`src/rtl/mptd_pkg.sv`:
```
// Package: register map, field layout and timing constants of the PWM time base
package mptd_pkg;
  // Register byte offsets on APB
  localparam logic [7:0] ADDR_TB_CONTROL = 8'h00;
  localparam logic [7:0] ADDR_TB_COUNT   = 8'h04;
  localparam logic [7:0] ADDR_TB_PERIOD  = 8'h08;
  localparam logic [7:0] ADDR_DUTY_BASE  = 8'h0C;
  localparam logic [7:0] ADDR_STATUS     = 8'h1C;
  localparam int         NUM_GEN         = 4;
  localparam int         CNT_W           = 15;
  localparam int         DUTY_W          = 16;
  // Control register fields
  localparam int         CTL_EN_BIT      = 15;
  localparam int         CTL_IUE_BIT     = 14;
  localparam int         CTL_OPS_LSB     = 4;
  localparam int         CTL_CKPS_LSB    = 2;
  localparam int         CTL_MOD_LSB     = 0;
  localparam int         CNT_DIR_BIT     = 15;
  localparam logic [15:0] CTL_RESET      = 16'h0000;
  localparam logic [14:0] PER_RESET      = 15'h0000;
  localparam logic [15:0] DUTY_RESET     = 16'h0000;
  // Prescale divide counts minus one
  localparam logic [5:0] PRE_DIV1        = 6'h00;
  localparam logic [5:0] PRE_DIV4        = 6'h03;
  localparam logic [5:0] PRE_DIV16       = 6'h0F;
  localparam logic [5:0] PRE_DIV64       = 6'h3F;
  // Time-base modes
  localparam logic [1:0] MODE_FREE       = 2'h0;
  localparam logic [1:0] MODE_SINGLE     = 2'h1;
  localparam logic [1:0] MODE_UPDOWN     = 2'h2;
  localparam logic [1:0] MODE_DOUBLE     = 2'h3;
  typedef enum logic [1:0] {MPTD_IDLE, MPTD_RUN} mptd_state_type;
endpackage

```
`src/rtl/mptd_duty_compare.sv`:
```
// One duty-cycle comparison unit with double-buffered compare value
`timescale 1ns/1ps
`default_nettype none
module mptd_duty_compare
  import mptd_pkg::*;
(
  // Clock and reset
  input  wire logic              clk_i,
  input  wire logic              reset_i,
  // Time base
  input  wire logic [CNT_W-1:0]  count_i,
  input  wire logic [CNT_W-1:0]  period_i,
  input  wire logic              counting_down_i,
  input  wire logic              center_i,
  input  wire logic              tick_i,
  input  wire logic              half_tick_i,
  input  wire logic              period_start_i,
  // Duty value
  input  wire logic [DUTY_W-1:0] buffer_i,
  input  wire logic              load_i,
  output logic                   active_o
);
  logic [DUTY_W-1:0] active_duty;
  logic [DUTY_W-1:0] next_active_duty;
  logic              out_q;
  logic              next_out_q;
  logic              hit;
  logic              hit_late;
  logic              ahead;

  // Upper bits match the count; bit 0 moves the edge half a tick later
  assign hit      = (active_duty[DUTY_W-1:1] == count_i);
  assign hit_late = active_duty[0] ? half_tick_i : tick_i;
  assign ahead    = (active_duty[DUTY_W-1:1] > count_i);

  always_comb begin
    next_active_duty = load_i ? buffer_i : active_duty;
    next_out_q       = out_q;
    if (!center_i) begin
      // Level compare at every step, so an immediate write shortens or stretches the pulse
      if (period_start_i) begin
        next_out_q = (active_duty != DUTY_RESET);
      end else if (tick_i) begin
        next_out_q = ahead || (hit && active_duty[0]);
      end
      if (hit && active_duty[0] && half_tick_i) begin
        next_out_q = 1'b0;
      end
    end else begin
      if (active_duty == DUTY_RESET) begin
        next_out_q = 1'b0;
      end else if (active_duty[DUTY_W-1:1] >= period_i) begin
        next_out_q = 1'b1;
      end else if (hit && hit_late) begin
        next_out_q = counting_down_i;
      end
    end
  end

  always_ff @(posedge clk_i) begin
    if (reset_i) begin
      active_duty <= DUTY_RESET;
      out_q       <= 1'b0;
    end else begin
      active_duty <= next_active_duty;
      out_q       <= next_out_q;
    end
  end

  assign active_o = out_q;
endmodule
`default_nettype wire

```
`src/rtl/mptd_timebase.sv`:
```
// PWM time base, period buffer, APB registers and four duty comparators
//
// Added by the designer: the APB interface to the registers and the register offsets.
`timescale 1ns/1ps
`default_nettype none
// Function
// - 15-bit counter with prescaler and postscaler
// - Count bit 15 reads direction, read-only
// - Enable runs counter; disable keeps count
// - Period match resets or reverses next tick
// - Zero period halts counter, no events
// - Free-run: clear after match, postscaled event
// - Single-shot: event, clear, self-disable
// - Up/down: postscaled event at zero turnaround
// - Double update: events at zero and match
// - Prescale 1, 4, 16 or 64
// - Count or control write clears prescaler
// - Postscaler divides events 1 to 16
// - Count or control write clears postscaler
// - Period buffer loads at period boundary
// - Period buffer loads while disabled
// - Up/down period spans twice the count
// - Edge-aligned: active at zero, off at duty
// - Edge duty zero off, above period on
// - Center: on when down-match, off up-match
// - Center duty zero off, equal period on
// - Four 16-bit duty registers, half-step LSB
// - Duty buffers load at update points
// - Immediate update applies duty write now
module mptd_timebase
  import mptd_pkg::*;
(
  // Clock and reset
  input  wire logic         clk_i,
  input  wire logic         reset_i,
  // APB slave
  input  wire logic         psel_i,
  input  wire logic         penable_i,
  input  wire logic         pwrite_i,
  input  wire logic [7:0]   paddr_i,
  input  wire logic [31:0]  pwdata_i,
  output logic              pready_o,
  output logic [31:0]       prdata_o,
  output logic              pslverr_o,
  // Time base events and outputs
  output logic              tb_event_o,
  output logic [NUM_GEN-1:0] pwm_active_o
);
  // ----------------------------------------------------------------
  // Registers
  // ----------------------------------------------------------------
  logic [15:0]          control;
  logic [15:0]          next_control;
  logic [CNT_W-1:0]     count;
  logic [CNT_W-1:0]     next_count;
  logic                 dir_down;
  logic                 next_dir_down;
  logic [CNT_W-1:0]     period_buf;
  logic [CNT_W-1:0]     next_period_buf;
  logic [CNT_W-1:0]     period;
  logic [CNT_W-1:0]     next_period;
  logic [5:0]           pre_cnt;
  logic [5:0]           next_pre_cnt;
  logic [3:0]           post_cnt;
  logic [3:0]           next_post_cnt;
  logic [DUTY_W-1:0]    duty_buf [NUM_GEN];
  logic [DUTY_W-1:0]    next_duty_buf [NUM_GEN];
  logic                 event_q;
  logic                 next_event_q;
  logic                 ready_q;
  logic                 next_ready_q;
  logic [31:0]          rdata_q;
  logic [31:0]          next_rdata_q;
  logic                 err_q;
  logic                 next_err_q;

  // ----------------------------------------------------------------
  // Decode
  // ----------------------------------------------------------------
  logic       access;
  logic       wr;
  logic       wr_ctl;
  logic       wr_cnt;
  logic       wr_per;
  logic [NUM_GEN-1:0] wr_duty;
  logic       tb_en;
  logic       immediate_update_enable;
  logic [1:0] mode;
  logic [3:0] ops;
  logic [1:0] ckps;
  logic       center;
  logic [5:0] pre_max;
  logic       tick;
  logic       half_tick;
  logic       step_start;
  logic [5:0] half_cnt;
  logic       match;
  logic       at_zero;
  logic       duty_load;
  logic       period_start;
  logic       raw_event;
  logic       post_used;

  // Word address decode, shared by write and read paths
  function automatic logic hit_addr(input logic [7:0] a, input logic [7:0] base);
    hit_addr = (a == base);
  endfunction

  // Access phase takes one wait state: pready is registered high the cycle after psel and penable
  assign access = psel_i && penable_i && !ready_q;
  assign wr     = access && pwrite_i;
  assign wr_ctl = wr && hit_addr(paddr_i, ADDR_TB_CONTROL);
  assign wr_cnt = wr && hit_addr(paddr_i, ADDR_TB_COUNT);
  assign wr_per = wr && hit_addr(paddr_i, ADDR_TB_PERIOD);

  genvar g;
  generate
    for (g = 0; g < NUM_GEN; g++) begin : g_dec
      assign wr_duty[g] = wr && hit_addr(paddr_i, ADDR_DUTY_BASE + 8'(4 * g));
    end
  endgenerate

  assign tb_en  = control[CTL_EN_BIT];
  assign immediate_update_enable    = control[CTL_IUE_BIT];
  assign mode   = control[CTL_MOD_LSB +: 2];
  assign ops    = control[CTL_OPS_LSB +: 4];
  assign ckps   = control[CTL_CKPS_LSB +: 2];
  assign center = mode[1];

  // ----------------------------------------------------------------
  // Prescaler
  // ----------------------------------------------------------------
  always_comb begin
    case (ckps)
      2'h0:    pre_max = PRE_DIV1;
      2'h1:    pre_max = PRE_DIV4;
      2'h2:    pre_max = PRE_DIV16;
      default: pre_max = PRE_DIV64;
    endcase
  end

  // Compare edges sit at the first cycle of a count step; the half tick is its middle
  assign tick         = tb_en && (pre_cnt == pre_max) && (period != PER_RESET);
  assign step_start   = tb_en && (pre_cnt == 6'h00) && (period != PER_RESET);
  assign half_cnt     = pre_max - (pre_max >> 1);
  assign half_tick    = tb_en && (pre_cnt == half_cnt) && (period != PER_RESET);
  assign period_start = step_start && at_zero;
  assign match     = (count == period);
  assign at_zero   = (count == '0);

  always_comb begin
    next_pre_cnt = pre_cnt;
    if (wr_ctl || wr_cnt) begin
      next_pre_cnt = '0;
    end else if (tb_en) begin
      next_pre_cnt = (pre_cnt == pre_max) ? 6'h00 : pre_cnt + 6'h01;
    end
  end

  // ----------------------------------------------------------------
  // Counter, direction and period
  // ----------------------------------------------------------------
  always_comb begin
    next_count      = count;
    next_dir_down   = dir_down;
    next_period     = period;
    next_control    = control;
    raw_event       = 1'b0;
    post_used       = 1'b1;
    duty_load       = !tb_en;
    if (!tb_en && period != PER_RESET) begin
      next_period = period_buf;
    end else if (!tb_en && period == PER_RESET) begin
      next_period = period_buf;
    end
    if (tick) begin
      case (mode)
        MODE_FREE, MODE_SINGLE: begin
          if (match) begin
            next_count   = '0;
            next_period  = period_buf;
            raw_event    = 1'b1;
            duty_load    = 1'b1;
            if (mode == MODE_SINGLE) begin
              post_used                = 1'b0;
              next_control[CTL_EN_BIT] = 1'b0;
            end
          end else begin
            next_count = count + 15'h0001;
          end
          next_dir_down = 1'b0;
        end
        MODE_UPDOWN, MODE_DOUBLE: begin
          // Up then down: one output period is two traversals
          if (!dir_down && match) begin
            next_dir_down = 1'b1;
            next_count    = count - 15'h0001;
            if (mode == MODE_DOUBLE) begin
              raw_event = 1'b1;
              duty_load = 1'b1;
              post_used = 1'b0;
            end
          end else if (dir_down && at_zero) begin
            next_dir_down = 1'b0;
            next_count    = count + 15'h0001;
            next_period   = period_buf;
            raw_event     = 1'b1;
            duty_load     = 1'b1;
            post_used     = (mode == MODE_UPDOWN);
          end else if (dir_down) begin
            next_count = count - 15'h0001;
          end else begin
            next_count = count + 15'h0001;
          end
        end
        default: begin
          next_count = count;
        end
      endcase
    end
    if (wr_cnt) begin
      next_count = pwdata_i[CNT_W-1:0];
    end
    if (wr_ctl) begin
      next_control = pwdata_i[15:0];
    end
  end

  // ----------------------------------------------------------------
  // Postscaler
  // ----------------------------------------------------------------
  always_comb begin
    next_post_cnt = post_cnt;
    next_event_q  = 1'b0;
    if (wr_ctl || wr_cnt) begin
      next_post_cnt = '0;
    end else if (raw_event && !post_used) begin
      next_event_q = 1'b1;
    end else if (raw_event) begin
      if (post_cnt == ops) begin
        next_post_cnt = '0;
        next_event_q  = 1'b1;
      end else begin
        next_post_cnt = post_cnt + 4'h1;
      end
    end
  end

  // ----------------------------------------------------------------
  // Period and duty buffers, APB read
  // ----------------------------------------------------------------
  always_comb begin
    next_period_buf = wr_per ? pwdata_i[CNT_W-1:0] : period_buf;
    for (int i = 0; i < NUM_GEN; i++) begin
      next_duty_buf[i] = wr_duty[i] ? pwdata_i[DUTY_W-1:0] : duty_buf[i];
    end
    next_ready_q = access;
    next_err_q   = 1'b0;
    next_rdata_q = 32'h0000_0000;
    if (access) begin
      if (hit_addr(paddr_i, ADDR_TB_CONTROL)) begin
        next_rdata_q = {16'h0000, control};
      end else if (hit_addr(paddr_i, ADDR_TB_COUNT)) begin
        next_rdata_q = {16'h0000, dir_down, count};
      end else if (hit_addr(paddr_i, ADDR_TB_PERIOD)) begin
        next_rdata_q = {17'h00000, period_buf};
      end else if (hit_addr(paddr_i, ADDR_STATUS)) begin
        next_rdata_q = {17'h00000, period};
      end else if (wr_duty != '0 || (paddr_i >= ADDR_DUTY_BASE && paddr_i < ADDR_STATUS
                   && paddr_i[1:0] == 2'h0)) begin
        next_rdata_q = {16'h0000, duty_buf[paddr_i[3:2] - 2'h3]};
      end else begin
        next_err_q = 1'b1;
      end
    end
  end

  always_ff @(posedge clk_i) begin
    if (reset_i) begin
      control    <= CTL_RESET;
      count      <= '0;
      dir_down   <= 1'b0;
      period_buf <= PER_RESET;
      period     <= PER_RESET;
      pre_cnt    <= '0;
      post_cnt   <= '0;
      event_q    <= 1'b0;
      ready_q    <= 1'b0;
      rdata_q    <= 32'h0000_0000;
      err_q      <= 1'b0;
      for (int i = 0; i < NUM_GEN; i++) begin
        duty_buf[i] <= DUTY_RESET;
      end
    end else begin
      control    <= next_control;
      count      <= next_count;
      dir_down   <= next_dir_down;
      period_buf <= next_period_buf;
      period     <= next_period;
      pre_cnt    <= next_pre_cnt;
      post_cnt   <= next_post_cnt;
      event_q    <= next_event_q;
      ready_q    <= next_ready_q;
      rdata_q    <= next_rdata_q;
      err_q      <= next_err_q;
      for (int i = 0; i < NUM_GEN; i++) begin
        duty_buf[i] <= next_duty_buf[i];
      end
    end
  end

  // ----------------------------------------------------------------
  // Duty comparators
  // ----------------------------------------------------------------
  logic [NUM_GEN-1:0] cmp_active;
  logic [NUM_GEN-1:0] pwm_q;

  generate
    for (g = 0; g < NUM_GEN; g++) begin : g_cmp
      mptd_duty_compare u_cmp (
        .clk_i           (clk_i),
        .reset_i         (reset_i),
        .count_i         (count),
        .period_i        (period),
        .counting_down_i (dir_down),
        .center_i        (center),
        .tick_i          (step_start),
        .half_tick_i     (half_tick),
        .period_start_i  (period_start),
        .buffer_i        (next_duty_buf[g]),
        .load_i          (duty_load || (immediate_update_enable && wr_duty[g])),
        .active_o        (cmp_active[g])
      );
    end
  endgenerate

  always_ff @(posedge clk_i) begin
    if (reset_i) begin
      pwm_q <= '0;
    end else begin
      pwm_q <= cmp_active;
    end
  end

  assign pready_o     = ready_q;
  assign prdata_o     = rdata_q;
  assign pslverr_o    = err_q;
  assign tb_event_o   = event_q;
  assign pwm_active_o = pwm_q;
endmodule
`default_nettype wire

```
`config.mk`:
```
export PLATFORM = sky130hd
export DESIGN_NAME = mptd_timebase
export DESIGN_NICKNAME = d
export VERILOG_FILES = /design/src/rtl/mptd_pkg.sv /design/src/rtl/mptd_duty_compare.sv /design/src/rtl/mptd_timebase.sv
export SDC_FILE = /design/constraint.sdc
export NUM_CORES = 1
export LEC_CHECK = 0
export BUFFER_PORTS_ARGS = -buffer_cell sky130_fd_sc_hd__buf_2
export CAP_MARGIN = 20
export CELL_PAD_IN_SITES_DETAIL_PLACEMENT = 1
export CELL_PAD_IN_SITES_GLOBAL_PLACEMENT = 2
export CORE_ASPECT_RATIO = 0.9
export CORE_MARGIN = 2
export CORE_UTILIZATION = 34
export DETAILED_ROUTE_END_ITERATION = 16
export PLACE_DENSITY_LB_ADDON = 0.12
export SYNTH_ARGS = -nofsm -noshare
export SYNTH_HDL_FRONTEND = slang
export SYNTH_SLANG_ARGS = --single-unit
```
`constraint.sdc`:
```
create_clock -name clk_i -period 3.4 [get_ports clk_i]
set_input_delay 0.34 -clock clk_i [delete_from_list [all_inputs] [get_ports clk_i]]
set_output_delay 0.34 -clock clk_i [all_outputs]
set_load 0.02 [all_outputs]
```
Word-level counts from Yosys, hierarchy flattened
Memory sizes are Yosys's and may differ from the RTL's.
Index checks and enable logic that the tools add are counted.
- add/subtract/negate cells: 6
- order comparisons: 10
- equality and inequality tests: 25
- muxes and demuxes: 96
- bitwise logic cells: 6
- reduce and logical (&&, ||, !) cells: 92
- operators with widths (operator ; number):
    two-way mux 16 bit ; 14
    two-way mux 15 bit ; 12
    equality test 15 bit ; 5
    logical NOT 16 bit ; 4
    nonzero test 16 bit ; 4
    two-way mux 1 bit ; 61
    >= comparator 15 bit ; 4
    greater-than comparator 15 bit ; 4
    one-hot mux 15 bit (2 select lines) ; 2
    logical AND 1 bit ; 40
    equality test 8 x 5 -> 1 bit (second input constant) ; 4
    logical NOT 15 bit ; 2
    nonzero test 4 bit ; 5
    one-hot mux 6 bit (3 select lines) ; 1
    equality test 8 x 4 -> 1 bit (second input constant) ; 2
    inequality test 4 x 1 -> 1 bit (second input constant) ; 4
    adder 15 x 1 -> 15 bit (second input constant) ; 1
    nonzero test 15 bit ; 1
    subtractor 15 x 1 -> 15 bit (second input constant) ; 1
    equality test 6 bit ; 2
    AND reduction 2 bit ; 6
    logical OR 1 bit ; 10
    nonzero test 2 bit ; 5
    equality test 8 x 3 -> 1 bit (second input constant) ; 1
    22 further kinds ; 40
- bits in registers: 179
- bits in writable memories: 64
- input port bits: 45
- output and inout port bits: 39
- logic and storage cells: 258
- memories: 1
- memory list (name ; depth ; width ; rd ports ; clocked after Yosys merged registers in ; wr ports ; RTL line ; RTL):
    duty_buf ; 4 ; 16 ; 5 ; 0 ; 4 ; mptd_timebase.sv:66 ; logic [DUTY_W-1:0] duty_buf [NUM_GEN];

Logic depth before layout (Yosys ltp)
- word-level depth: 12
- gate-level depth with buffers: 13
- mapped depth without buffers: 10

By module
From an unflattened synthesis, not the netlist that was laid out.
- cell total of the unflattened synthesis: 1673
- area, all modules: 14194.9 um^2
- modules (own cells, without submodules) (module ; instances ; cells an instance ; area each (um^2)):
    mptd_timebase ; 1 ; 973 ; 8454.4
    mptd_duty_compare ; 4 ; 175 ; 1435.1

Least setup slack after synthesis
Ideal clock, no wire load.
- path type: input to register
- from: input port paddr_i[2]
- to: register rdata_q[10], in the netlist prdata_o[10]
- setup time: 0.129 ns
- arrival: 3.114 ns
- required time: 3.271 ns
- path slack: 0.157 ns
- cell stages on the path: 11
- path buffers: 4
- cell sequence: clkbuf_1 > buf_1 > inv_1 > ha_1 > clkbuf_1 > clkbuf_1 > mux4_2 > a221oi_1 > nor3_1 > a21oi_1 > o21ai_0
- cells in the longest elaborated chain, start to end: 9
- elaborated cells on any way between the ends: 25
- ends and longest elaborated chain (element ; RTL line ; RTL):
    from (decl) ; mptd_timebase.sv:40 ; input wire logic [7:0] paddr_i,
    >= comparator 8 x 4 -> 1 bit, or another cell as far along ; mptd_timebase.sv:269 ; end else if (wr_duty != '0 || (paddr_i >= ADDR_DUTY_BASE && paddr_i < ADDR_STATUS
    logical AND 1 bit (on tied branches) ; mptd_timebase.sv:269, mptd_timebase.sv:119 ;
    logical AND 1 bit or nonzero test 4 bit (tied branches) ; mptd_timebase.sv:270, mptd_timebase.sv:269 ;
    logical OR 1 bit ; mptd_timebase.sv:269 ;
    two-way mux 16 bit ; mptd_timebase.sv:269 ;
    two-way mux 16 bit ; mptd_timebase.sv:267 ; end else if (hit_addr(paddr_i, ADDR_STATUS)) begin
    two-way mux 16 bit ; mptd_timebase.sv:265 ; end else if (hit_addr(paddr_i, ADDR_TB_PERIOD)) begin
    two-way mux 16 bit ; mptd_timebase.sv:263 ; end else if (hit_addr(paddr_i, ADDR_TB_COUNT)) begin
    two-way mux 16 bit (*) ; mptd_timebase.sv:261 ; if (hit_addr(paddr_i, ADDR_TB_CONTROL)) begin
    to (signal assigned) ; mptd_timebase.sv:304 ; rdata_q <= next_rdata_q;
    to (decl) ; mptd_timebase.sv:72 ; logic [31:0] rdata_q;
Mark *: on every way between the ends. The rest lies on a longest branch, timed or not.
A chain may end at the register's enable or synchronous reset.

Worst setup path after layout
- from: register period[8]
- to: register g_cmp[1].u_cmp.out_q
- cells in the longest elaborated chain, start to end: 6
- elaborated cells on any way between the ends: 16
- ends and longest elaborated chain (element ; RTL line ; RTL):
    from (decl) ; mptd_timebase.sv:60 ; logic [CNT_W-1:0] period;
    from (signal assigned) ; mptd_timebase.sv:299 ; period <= next_period;
    branches (longest 6 deep; another with >= comparator 15 bit) ; n/a ;
    to (signal assigned) ; mptd_duty_compare.sv:66 ; out_q <= next_out_q;
    to (decl) ; mptd_duty_compare.sv:25 ; logic out_q;
Several ways; the timed one is not identified.

==> metrics list <==
- Status: complete, no violations
* Slew Viols, Final: 0
* Post-DRT Antenna Nets: 0
- Ratio of cells with drive above 1 in the final layout: 11.9%
* 1st-pass router iterations: 7
- After clock tree synthesis, the setup repair step added 0 buffers.
- Endpoints failing hold: 0
- For this run, the number of Yosys warnings is 0.
* Post-layout minimum cycle time: 3.11 ns
- A synthesized cell averages 8.31 µm².
- Required time reported for the critical path endpoint: 3.90 ns
- Post-route worst setup slack: 0.291 ns
* Overall routed net length: 59700 µm
- Largest buffer count on any clock path: 3
- Final global-route overflow total: 0
- Leading register cell type out of synthesis: sky130_fd_sc_hd__dfxtp_1
- Slowest-stage cell, CP: sky130_fd_sc_hd__or4_1
- Sequential element share of the synthesized area: 33.0%
- In this run the vertical extent of the chip is 195 µm.
- CP startpoint kind: flop
* Static leakage: 0.00643 µW
- Counting stages on the worst path, the most repeated cell is sky130_fd_sc_hd__a21oi_1.
* Clock tree from TritonCTS: built
* Critical-path maximum fanout: 7
- Worst supply voltage drop on vdd: 374 µV
* Critical-path cell list: or4_1 -> o41ai_1 -> buf_4 -> nor4_1 -> and2_1 -> a311o_1 -> a21oi_1 -> o22ai_1 -> a21oi_1
- Share of cell area taken by muxes after synthesis: 8.01%
- The first global-routing pass estimated 87600 µm of wire.
- Endpoint arrival time on the critical path: 3.61 ns
- Using the TritonRoute via totals, the vias-per-cell ratio works out to 5.74.
- Cts hold-fix bufs: 0
- The synthesized design contains 227 register bits.
- Synth area leader: sky130_fd_sc_hd__dfxtp_1
- Number of synthesized flops with an enable pin: 0
- Most frequent standard cell in the layout excluding fill and tap cells: sky130_fd_sc_hd__dfxtp_1
- Kind of path behind the tightest hold check: in2reg
- The floorplan step defined a die boundary enclosing 42100 µm².
- Core Footprint: 39700 µm²
* Pwr dens: 381 nW/µm²
* Largest net degree at the start of global routing: 106
- Clock tree root driver cell: sky130_fd_sc_hd__clkbuf_16
- Post-synthesis cell count: 1656
- Number of rows in the core area: 69
* RSZ-0062 raised after global routing: false
* Final setup vio count: 0
- Slew at the pin closest to its max-slew limit: 0.867 ns
- Port Buf Inserts: 51
- After synthesis the cells add up to 13800 µm².
- Layout Nets: 1885
- The worst setup path is captured at a flop.
* Commonest cells after routing, fill and taps aside: sky130_fd_sc_hd__dfxtp_1, sky130_fd_sc_hd__nand2_1, sky130_fd_sc_hd__a21oi_1
* Clock skew: 0.0308 ns
- Combinational family with the most area after synthesis: simple AND/OR/NAND/NOR gates
- DRC violations left: 0
* Routed length per placed instance: 26.4 µm
- Of the total synthesized cell area, the portion taken by AND, OR, NAND and NOR gates is 23.3%.
- Xor and xnor area share after synthesis: 1.78%
- In the finished design, the share of the clock period the worst path needs comes to 91.5%.
- Clock edge transition at the registers on the reported setup and hold paths: 0.07 ns
- Number of fill cells in the layout: 4716
- The critical path is of the reg2reg type.
- Count of different cell masters after synthesis: 76
- Sum Neg Setup Slack: 0 ns
- Number of gates given a new drive strength after cts: 0
- Summed over its instances, the top area cell type makes up 33.0% of the synthesized netlist area.
- Routability-driven placement finished with a final weighted congestion of 0.932.
* Starting DRC count in detailed routing: 813
- Counting flops with an async set or reset pin after synthesis yields a share of 0%.
- The initial antenna violation count came to 2.
- Synthesis-to-layout area growth: 14.8%
- The synthesized netlist devotes 16.3% of its cell area to compound gates.
- In the post-synthesis netlist, the biggest area contributors are sky130_fd_sc_hd__dfxtp_1, sky130_fd_sc_hd__ha_1, sky130_fd_sc_hd__a21oi_1.
- Max-cap check violation count: 0
* Total number of vias: 13.0k
- Highest clock rate: 322 MHz
- Placed wire-length estimate: 45000 µm
* Effective utilization at floorplan: 34.6%
- The via count of the first global-routing pass came to 13.0k.
- Counting every sink on the clock net gives 227.
* Overall routing resource usage: 28.0%
* Area share of fa/ha/maj cells after synthesis: 11.7%
* Number of clock buffers inserted by TritonCTS: 27
- During I/O placement, the number of pins put on the boundary was 84.
* Minimum setup slack after placement: 0.337 ns
- Worst relative slew slack: 41.6%
* Horizontal extent of the die: 216 µm
- Slowest cell delay on critical path: 0.62 ns
- In this run the number of H-tree levels came out at 1.
- For the worst-skew pair, the clock arrives at the later sink with an insertion delay of 0.59 ns.
==> state kept, by name, summed over array words and instances, names as in the netlist, 6 cells and up <==
register,count
duty_buf,64
g_cmp.u_cmp.active_duty,64
control,16
prdata_o,16
count,15
period,15
period_buf,15
pre_cnt,6
==> routing by layer <==
metal | global-route usage (%) | vias to the layer above | wire length, µm
met5 | 0 | - | 0
met4 | 7.13 | 0 | 1530
met3 | 3.04 | 73 | 2880
met2 | 45.4 | 333 | 27200
met1 | 39.5 | 6510 | 28100
li1 | - | 6058 | -
==> final timing paths <==
path | from | endpoint | slack (ns) | cells past startpoint
max | period[8] | g_cmp[1].u_cmp.active_o | 0.29 | 9
min | reset_i | period[11] | 0.12 | 2
max reg2reg | period[8] | g_cmp[1].u_cmp.active_o | 0.29 | 9
min reg2reg | control[11] | control[11] | 0.46 | 2
==> logic make-up after synthesis <==
family	Yosys count
AND/OR/NAND/NOR	653
buffers and inverters	175
multiplexers	82
adder cells (fa/ha/maj)	129
flip-flops	227
AO/OA/AOI/OAI	361
other	1
XOR/XNOR	28
==> through the flow <==
step,instances,utilization (%),cell area [µm²],hold slack [ns],power [µW]
after floorplan,1671,-,13800,0.425,2840
after global placement,2214,37.4,14900,0.443,2920
after detailed placement,2214,37.4,14900,0.454,2920
after CTS,2261,39.8,15800,0.0839,6080
after global routing,2261,39.8,15800,0.117,6200
final,2262,39.8,15800,0.115,6020
==> critical path: cells and delay by family (launching register included) <==
kind	cells	cell delay [ns]
flip-flops	1	0.36
AO/OA/AOI/OAI	5	1.37
buffers and inverters	1	0.22
AND/OR/NAND/NOR	3	1.08
==> cell type report <==
cell class,count,area (µm²),share of cell area [%]
antenna,1,2.50,0.0158
clock buffer,36,749,4.75
clock inverter,11,178,1.13
inverter,51,191,1.21
multi-input combinational,1269,8480,53.7
sequential,227,4540,28.8
tap,532,666,4.22
timing repair buffer,135,980,6.20
==> synthesized netlist by cell type, types with 8 or more instances <==
cell                         n
sky130_fd_sc_hd__a211oi_1   13
sky130_fd_sc_hd__a21o_1     19
sky130_fd_sc_hd__a21oi_1   167
sky130_fd_sc_hd__a221oi_1   20
sky130_fd_sc_hd__a31oi_1    16
sky130_fd_sc_hd__and3_1     20
sky130_fd_sc_hd__and4_1      9
sky130_fd_sc_hd__buf_2       9
sky130_fd_sc_hd__buf_4      17
sky130_fd_sc_hd__buf_6       9
sky130_fd_sc_hd__clkbuf_1   88
sky130_fd_sc_hd__dfxtp_1   227
sky130_fd_sc_hd__ha_1      129
sky130_fd_sc_hd__inv_1      51
sky130_fd_sc_hd__mux2_1     65
sky130_fd_sc_hd__mux4_2     16
sky130_fd_sc_hd__nand2_1   216
sky130_fd_sc_hd__nand2b_1    8
sky130_fd_sc_hd__nand3_1    95
sky130_fd_sc_hd__nand4_1    39
sky130_fd_sc_hd__nor2_1    103
sky130_fd_sc_hd__nor2b_1    69
sky130_fd_sc_hd__nor3_1     28
sky130_fd_sc_hd__nor4_1     29
sky130_fd_sc_hd__o211ai_1    8
sky130_fd_sc_hd__o21ai_0    47
sky130_fd_sc_hd__xnor2_1    23
==> report_power, final <==
group          switching (µW)  total, µW  internal [µW]  leakage (µW)
logic                     157        203           45.6       0.00415
clock network            1300       3150           1850      0.000458
registers                1.33       2660           2660       0.00183
(Power assumes the default switching activity.)
